File: config.mk
export PLATFORM = sky130hd
export DESIGN_NAME = timer_capture_config_control
export DESIGN_NICKNAME = d
export VERILOG_FILES = /design/src/timer_capture_pkg.sv /design/src/capture_mode_if.sv /design/src/capture_edge_unit.sv /design/src/timer_capture_config_control.sv
export SDC_FILE = /design/constraint.sdc
export NUM_CORES = 1
export LEC_CHECK = 0
export ABC_AREA = 1
export ABC_CLOCK_PERIOD_IN_PS = 1320
export BUFFER_PORTS_ARGS = -buffer_cell sky130_fd_sc_hd__buf_2
export CAP_MARGIN = 20
export CORE_AREA = 2 2 60 119
export CTS_BUF_LIST = sky130_fd_sc_hd__clkbuf_2 sky130_fd_sc_hd__clkbuf_4 sky130_fd_sc_hd__clkbuf_8
export CTS_CLUSTER_SIZE = 16
export DETAILED_ROUTE_END_ITERATION = 8
export DIE_AREA = 0 0 62 121
export GPL_ROUTABILITY_DRIVEN = 0
export PLACE_DENSITY = 0.77
export SLEW_MARGIN = 20
export SYNTH_ARGS = -nofsm -noshare
export SYNTH_HDL_FRONTEND = slang
export SYNTH_SLANG_ARGS = --single-unit
File: constraint.sdc
create_clock -name clk_sys_in -period 1.32 [get_ports clk_sys_in]
set_input_delay 0.264 -clock clk_sys_in [delete_from_list [all_inputs] [get_ports clk_sys_in]]
set_output_delay 0.264 -clock clk_sys_in [all_outputs]
set_load 0.05 [all_outputs]
File: src/timer_capture_pkg.sv
// Constants shared by the timer and capture configuration block and its capture edge unit.
// Assumes one 25 MHz system clock and a plain register port with one-cycle strobes.
package timer_capture_pkg;

  localparam int unsigned CLK_HZ = 25_000_000;
  localparam int unsigned INSTR_CLK_HZ = CLK_HZ / 4;
  localparam int unsigned INSTR_DIV = CLK_HZ / INSTR_CLK_HZ;
  localparam logic [1:0] INSTR_DIV_LAST = 2'(INSTR_DIV - 1);

  localparam int unsigned ADDR_W = 8;
  localparam int unsigned DATA_W = 8;
  localparam int unsigned TIMER_W = 16;
  localparam logic [ADDR_W-1:0] CFG_ADDR = 8'h16;
  localparam logic [DATA_W-1:0] CFG_RESET = 8'h00;
  localparam logic [DATA_W-1:0] READ_ZERO = 8'h00;

  localparam int unsigned FIRST_SRC_BIT = 0;
  localparam int unsigned SECOND_SRC_BIT = 1;
  localparam int unsigned THIRD_SRC_BIT = 2;
  localparam int unsigned CASCADE_BIT = 3;
  localparam int unsigned FIRST_CAP_MODE_LSB = 4;
  localparam int unsigned SECOND_CAP_MODE_LSB = 6;

  localparam logic [1:0] CAP_FALLING = 2'h0;
  localparam logic [1:0] CAP_RISING = 2'h1;
  localparam logic [1:0] CAP_RISING_4 = 2'h2;
  localparam logic [1:0] CAP_RISING_16 = 2'h3;

  localparam logic [3:0] PRESCALE_4_LAST = 4'h3;
  localparam logic [3:0] PRESCALE_16_LAST = 4'hf;

  localparam int unsigned PIN_SHARED = 0;
  localparam int unsigned PIN_THIRD = 1;
  localparam int unsigned PIN_CAP_BASE = 2;
  localparam int unsigned PIN_COUNT = 4;
  localparam int unsigned SYNC_MID = 1;
  localparam int unsigned SYNC_LAST = 2;

endpackage
File: src/capture_mode_if.sv
// Carrier between the configuration block and one capture edge unit.
// Assumes both ends run on the same system clock.
`timescale 1ns/1ps
`default_nettype none
interface capture_mode_if;
  logic [1:0] mode;
  logic pin_mid;
  logic pin_last;
  logic event_pulse;
  modport ctrl (output mode, output pin_mid, output pin_last, input event_pulse);
  modport unit (input mode, input pin_mid, input pin_last, output event_pulse);
endinterface
`default_nettype wire

File: src/capture_edge_unit.sv
// Edge selection and rising-edge prescaler for one capture input.
// Assumes the pin arrives already synchronised as its last two sampled stages.
`timescale 1ns/1ps
`default_nettype none
module capture_edge_unit
  import timer_capture_pkg::*;
(
  input wire logic clk_sys_in,
  input wire logic srst_in,
  capture_mode_if.unit cap
);

  typedef struct packed {
    logic [3:0] count;
    logic event_pulse;
  } unit_state_s;

  unit_state_s st_q;
  unit_state_s st_d;
  logic rise;
  logic fall;
  logic [3:0] last;

  always_comb
  begin
    st_d = st_q;
    rise = cap.pin_mid & ~cap.pin_last;
    fall = ~cap.pin_mid & cap.pin_last;
    last = (cap.mode == CAP_RISING_16) ? PRESCALE_16_LAST : PRESCALE_4_LAST;
    st_d.event_pulse = 1'b0;
    case (cap.mode)
      CAP_FALLING:
      begin
        st_d.count = '0;
        st_d.event_pulse = fall;
      end
      CAP_RISING:
      begin
        st_d.count = '0;
        st_d.event_pulse = rise;
      end
      default:
      begin
        if (rise)
        begin
          // The count restarts from zero on a hit so every Nth edge fires, not the first.
          if (st_q.count >= last)
          begin
            st_d.count = '0;
            st_d.event_pulse = 1'b1;
          end
          else
          begin
            st_d.count = st_q.count + 4'h1;
          end
        end
      end
    endcase
  end

  always_ff @(posedge clk_sys_in)
  begin
    if (srst_in)
    begin
      st_q <= '0;
    end
    else
    begin
      st_q <= st_d;
    end
  end

  assign cap.event_pulse = st_q.event_pulse;

endmodule
`default_nettype wire

File: src/timer_capture_config_control.sv
// Timer and capture configuration register with clock-source and capture event logic.
// Assumes external pins are asynchronous and the counting datapath lives outside.
`timescale 1ns/1ps
`default_nettype none
module timer_capture_config_control
  import timer_capture_pkg::*;
(
  input wire logic clk_sys_in,
  input wire logic srst_in,
  input wire logic [ADDR_W-1:0] reg_addr_in,
  input wire logic [DATA_W-1:0] reg_wdata_in,
  input wire logic reg_wr_in,
  input wire logic reg_rd_in,
  output logic [DATA_W-1:0] reg_rdata_out,
  input wire logic shared_timer_ext_clock_pin_in,
  input wire logic third_timer_ext_clock_pin_in,
  input wire logic first_capture_pin_in,
  input wire logic second_capture_pin_in,
  input wire logic first_timer_carry_in,
  input wire logic [TIMER_W-1:0] third_timer_count_in,
  output logic first_timer_tick_out,
  output logic second_timer_tick_out,
  output logic third_timer_tick_out,
  output logic timer_pair_cascade_out,
  output logic first_capture_event_out,
  output logic second_capture_event_out,
  output logic [TIMER_W-1:0] first_capture_value_out,
  output logic [TIMER_W-1:0] second_capture_value_out
);

  typedef struct packed {
    logic [DATA_W-1:0] cfg;
    logic [DATA_W-1:0] rdata;
    logic [PIN_COUNT-1:0][2:0] sync;
    logic [1:0] div;
    logic first_tick;
    logic second_tick;
    logic third_tick;
    logic cascade;
    logic [1:0] cap_event;
    logic [1:0][TIMER_W-1:0] cap_value;
  } ctrl_state_s;

  ctrl_state_s st_q;
  ctrl_state_s st_d;
  logic [PIN_COUNT-1:0] pin_raw;
  logic [1:0] cap_hit;
  logic instr_tick;
  logic shared_fall;
  logic third_fall;
  logic first_src;

  // A fall counts once the low level reaches the second stage while the third still holds the high level.
  function automatic logic falling_seen(input logic [2:0] stages);
    falling_seen = ~stages[SYNC_MID] & stages[SYNC_LAST];
  endfunction

  function automatic logic pick_source(input logic use_pin, input logic pin_fall,
                                       input logic internal);
    pick_source = use_pin ? pin_fall : internal;
  endfunction

  assign pin_raw = {second_capture_pin_in, first_capture_pin_in,
                    third_timer_ext_clock_pin_in, shared_timer_ext_clock_pin_in};

  capture_mode_if cap_if[2] ();

  genvar gi;
  generate
    for (gi = 0; gi < 2; gi++)
    begin : g_cap
      assign cap_if[gi].mode = st_q.cfg[FIRST_CAP_MODE_LSB + 2*gi +: 2];
      assign cap_if[gi].pin_mid = st_q.sync[PIN_CAP_BASE + gi][SYNC_MID];
      assign cap_if[gi].pin_last = st_q.sync[PIN_CAP_BASE + gi][SYNC_LAST];
      assign cap_hit[gi] = cap_if[gi].event_pulse;
      capture_edge_unit u_edge (
        .clk_sys_in(clk_sys_in),
        .srst_in(srst_in),
        .cap(cap_if[gi])
      );
    end
  endgenerate

  always_comb
  begin
    st_d = st_q;
    for (int p = 0; p < PIN_COUNT; p++)
    begin
      st_d.sync[p] = {st_q.sync[p][SYNC_MID], st_q.sync[p][0], pin_raw[p]};
    end

    // The instruction clock is the system clock divided by four, as an enable pulse.
    instr_tick = (st_q.div == INSTR_DIV_LAST);
    st_d.div = instr_tick ? 2'h0 : st_q.div + 2'h1;
    shared_fall = falling_seen(st_q.sync[PIN_SHARED]);
    third_fall = falling_seen(st_q.sync[PIN_THIRD]);

    first_src = pick_source(st_q.cfg[FIRST_SRC_BIT], shared_fall, instr_tick);
    st_d.first_tick = first_src;
    st_d.cascade = st_q.cfg[CASCADE_BIT];
    if (st_q.cfg[CASCADE_BIT])
    begin
      // Upper byte steps only on the lower byte's carry, in a cycle when the lower byte's source ticks too.
      st_d.second_tick = first_src & first_timer_carry_in;
    end
    else
    begin
      st_d.second_tick = pick_source(st_q.cfg[SECOND_SRC_BIT], shared_fall,
                                     instr_tick);
    end
    st_d.third_tick = pick_source(st_q.cfg[THIRD_SRC_BIT], third_fall, instr_tick);

    st_d.cap_event = cap_hit;
    for (int c = 0; c < 2; c++)
    begin
      if (cap_hit[c])
      begin
        st_d.cap_value[c] = third_timer_count_in;
      end
    end

    st_d.rdata = READ_ZERO;
    if (reg_rd_in && (reg_addr_in == CFG_ADDR))
    begin
      st_d.rdata = st_q.cfg;
    end
    if (reg_wr_in && (reg_addr_in == CFG_ADDR))
    begin
      st_d.cfg = reg_wdata_in;
    end
  end

  always_ff @(posedge clk_sys_in)
  begin
    if (srst_in)
    begin
      st_q <= '0;
      st_q.cfg <= CFG_RESET;
      // Pins idle high behind pull-ups, so high stages avoid a false edge after reset.
      st_q.sync <= '1;
    end
    else
    begin
      st_q <= st_d;
    end
  end

  assign reg_rdata_out = st_q.rdata;
  assign first_timer_tick_out = st_q.first_tick;
  assign second_timer_tick_out = st_q.second_tick;
  assign third_timer_tick_out = st_q.third_tick;
  assign timer_pair_cascade_out = st_q.cascade;
  assign first_capture_event_out = st_q.cap_event[0];
  assign second_capture_event_out = st_q.cap_event[1];
  assign first_capture_value_out = st_q.cap_value[0];
  assign second_capture_value_out = st_q.cap_value[1];

endmodule
`default_nettype wire

==> impl_metrics.toml <==
[sta]
final_worst_path_period_need_ns = 1.300
unrepaired_setup_endpoints_after_global_routing = "yes"
finalHoldViolations = 0
final_setup_violation_count = 0
setup_clock_skew_after_layout_ns = 0.009302
max-slew-margin-rel = 0.6892
worst_hold_check_slack_ns = 0.1068
fmaxAchievable_mhz = 769.4
maxSlewViolCount = 0
worst_slew_pin_slew_ns = 0.4645
min_period_over_period = 0.9846
layout_setup_ws_ns = 0.02033

[synth]
syn-mean-instance-area_um2 = 7.973
synth.cell_area_um2 = 3149
post_synthesis_net_count = 443
yosysUniqueCellTypes = 23
synth_seq_cells = 78
synthesis.instances = 395
ys.warnings.count = 0
post_synthesis_sequential_area_ratio = 0.4958

[clock_tree]
post_cts_buffers = 0
cts-buffers-inserted = 9
clk_path_buf_depth = 2
clkSinkCount = 78
clk_pin_slew_worst_paths_ns = 0.08
clockRootBuffer = "clkbuf_8"
clock_insertion_delay_worst_skew_ns = 0.34
postCtsHoldBufs = 0
cts-htree-levels = 3
cts_tree = "done"

[die]
pin_count = 87
chipWidth_um = 62
die_height_um = 121
initial_core_util = 0.4794
dieArea_um2 = 7502
placementRows = 42
std_cell_core_area_um2 = 6569

[power]
power.ir.vdd_worst_mv = 0.9809
p_seq_frac = 0.560
power_density_nw_per_um2 = 1173
net_switching_power_figure_mw = 1.087
cellLeakagePower_nw = 1.846
report.power.total_mw = 4.365
comb_power_share = 0.090
p_int_mw = 3.279
power_switching_share = 0.2489
clock_power_share = 0.350

[worst_setup_path]
cp_data_required_time_ns = 1.55
worst-setup-path-type = "reg -> reg"
timing.critical_path.from_type = "flip-flop"
crit_path_end_kind = "flip-flop"
ff2ff_path_depth = 8
crit_fanout = 4
worst_ep_arrival_time_ns = 1.53

[run_status]
outcome = "completed"

[worst_hold_path]
min_path_cells = 2
hold_path.class = "in -> reg"

[global_route]
first_global_vias = 2492
grt_pass1_wl_um = 10150
antenna_found_initial = 0
gr-total-overflow = 0
global_route.usage.total = 0.1795
maximum_number_of_pins_on_one_net_before_global_route_repair = 27

[layout]
area_delta_synth_final_pct = 18.20
antennaDiodeCount = 0
ratio_of_cells_with_drive_above_1_in_the_final_layout = 0.3435
layout.cell_area.non_filler_um2 = 3722
nets = 501

[place]
post_dp_cell_area_um2 = 3415
pre_cts_slack_ns = -0.06915
port-buffer-count = 86
dp.final_hpwl_um = 4667

[routing]
drt_wl_total_um = 6582
via_count = 2637
firstDrtPassIters = 4
avgViaCountPerCell = 4.839
drt_first_iter_violations = 100
avgRoutedWirePerCell_um = 12.08
ant_nets = 0
route.detailed.drc = 0

[flow_run]
timing.max_cap.violations = 0
-- metrics by stage --
| step | std cells | TNS (ns) | util |
|---|---|---|---|
| finish | 545 | 0 | 0.5667 |
| global route | 545 | -0.07339 | 0.5667 |
| CTS | 545 | 0 | 0.5503 |
| detailed placement | 530 | -0.3300 | 0.5198 |
| global placement | 530 | -0.05793 | 0.5198 |
| floorplan | 395 | 0 | - |
-- worst paths after layout --
check	from	end	slack, ns
setup / recovery	cap_if[0].mode[0]	g_cap[0].u_edge.st_q[1]	0.02
hold / removal	shared_timer_ext_clock_pin_in	st_d[41]	0.11
setup reg to reg	cap_if[0].mode[0]	g_cap[0].u_edge.st_q[1]	0.02
hold reg to reg	st_d[47]	cap_if[0].pin_mid	0.41
-- what timing repair did --
item                                    CTS  global route
endpoints found under the setup margin    8            10
pin swaps                                 4             9
resized for setup                         9            26
-- cells in the final DEF, fill, tap and decap left out --
cell type,netlist,final
o211ai_1,1,1
a21oi_1,14,8
ha_1,7,4
nand2_4,0,2
nor3b_1,1,1
clkinv_1,2,2
or2_4,0,1
buf_4,41,12
buf_6,1,1
nor2_4,0,3
clkbuf_4,0,1
nand2_2,0,4
nor3_1,1,1
nand2_1,44,38
xor2_1,2,2
nor2_1,99,96
nand3_4,1,1
o21ai_0,40,39
ha_4,0,3
clkinv_2,0,3
or2_2,12,11
clkbuf_8,1,10
nand3_1,13,9
clkinv_4,0,1
inv_2,1,2
nand4_1,3,3
nand3_2,0,4
inv_1,22,21
o21ai_1,0,1
buf_2,5,86
dfxtp_2,0,4
dfxtp_1,78,74
a21oi_2,0,6
nor2_2,2,2
-- power groups by stage --
stage | Combinational [mW] | Sequential (mW) | Clock (mW)
finish | 0.393 | 2.44 | 1.53
global route | 0.433 | 2.45 | 1.68
CTS | 0.396 | 2.44 | 1.58
detailed placement | 0.395 | 2.50 | 0
global placement | 0.389 | 2.50 | 0
floorplan | 0.291 | 2.51 | 0
-- Yosys cell counts --
master,n,area share
nor3_1,1,0.0016
nor2_1,99,0.12
nand4_1,3,0.0060
buf_4,41,0.098
nor3b_1,1,0.0024
nand3_4,1,0.0056
inv_2,1,0.0012
o211ai_1,1,0.0024
inv_1,22,0.026
clkbuf_8,1,0.0044
clkbuf_1,4,0.0048
nand3_1,13,0.021
nand2_1,44,0.052
buf_6,1,0.0036
a21oi_1,14,0.022
nor2_2,2,0.0040
or2_2,12,0.024
buf_2,5,0.0079
ha_1,7,0.028
dfxtp_1,78,0.50
o21ai_0,40,0.064
clkinv_1,2,0.0024
xor2_1,2,0.0056
-- metal layers --
layer | global-route usage | routed length [um]
met2 | 0.3118 | 3601
met5 | 0 | 0
met1 | 0.1832 | 2540
met3 | 0.05330 | 298
met4 | 0.08777 | 141
-- area by class of cell --
type | instances | area, um2
fill | 593 | 2846
timing repair buffer | 99 | 531.8
clock buffer | 11 | 145.1
inverter | 25 | 93.84
multi-input combinational | 240 | 1251
clock inverter | 4 | 23.77
tap | 88 | 110.1
sequential | 78 | 1567
-- cell families after synthesis --
family	count (synthesis)	share of synthesized area
compound gates	55	0.08820
fa+ha+maj	7	0.02781
flops	78	0.4958
xor+xnor	2	0.005563
buf+inv	77	0.1482
simple gates	176	0.2344
-- registers in the layout (all words and copies together) (netlist names), 4 cells and up --
name	cells
st_q	7
cap_if.mode	4
st_d	7
first_capture_value_out	16
g_cap.u_edge.st_q	8
second_capture_value_out	16
reg_rdata_out	8
-- critical path, stage by stage (launching register included) --
cell and delay, ns:
dfxtp_2 0.36, nand2_4 0.07, buf_6 0.12, ha_4 0.26, nand2_2 0.05, nand2_2 0.09, nand2_4 0.07, a21oi_2 0.13
nor2_1 0.04
No activity file was read; power rests on OpenSTA's default activity.
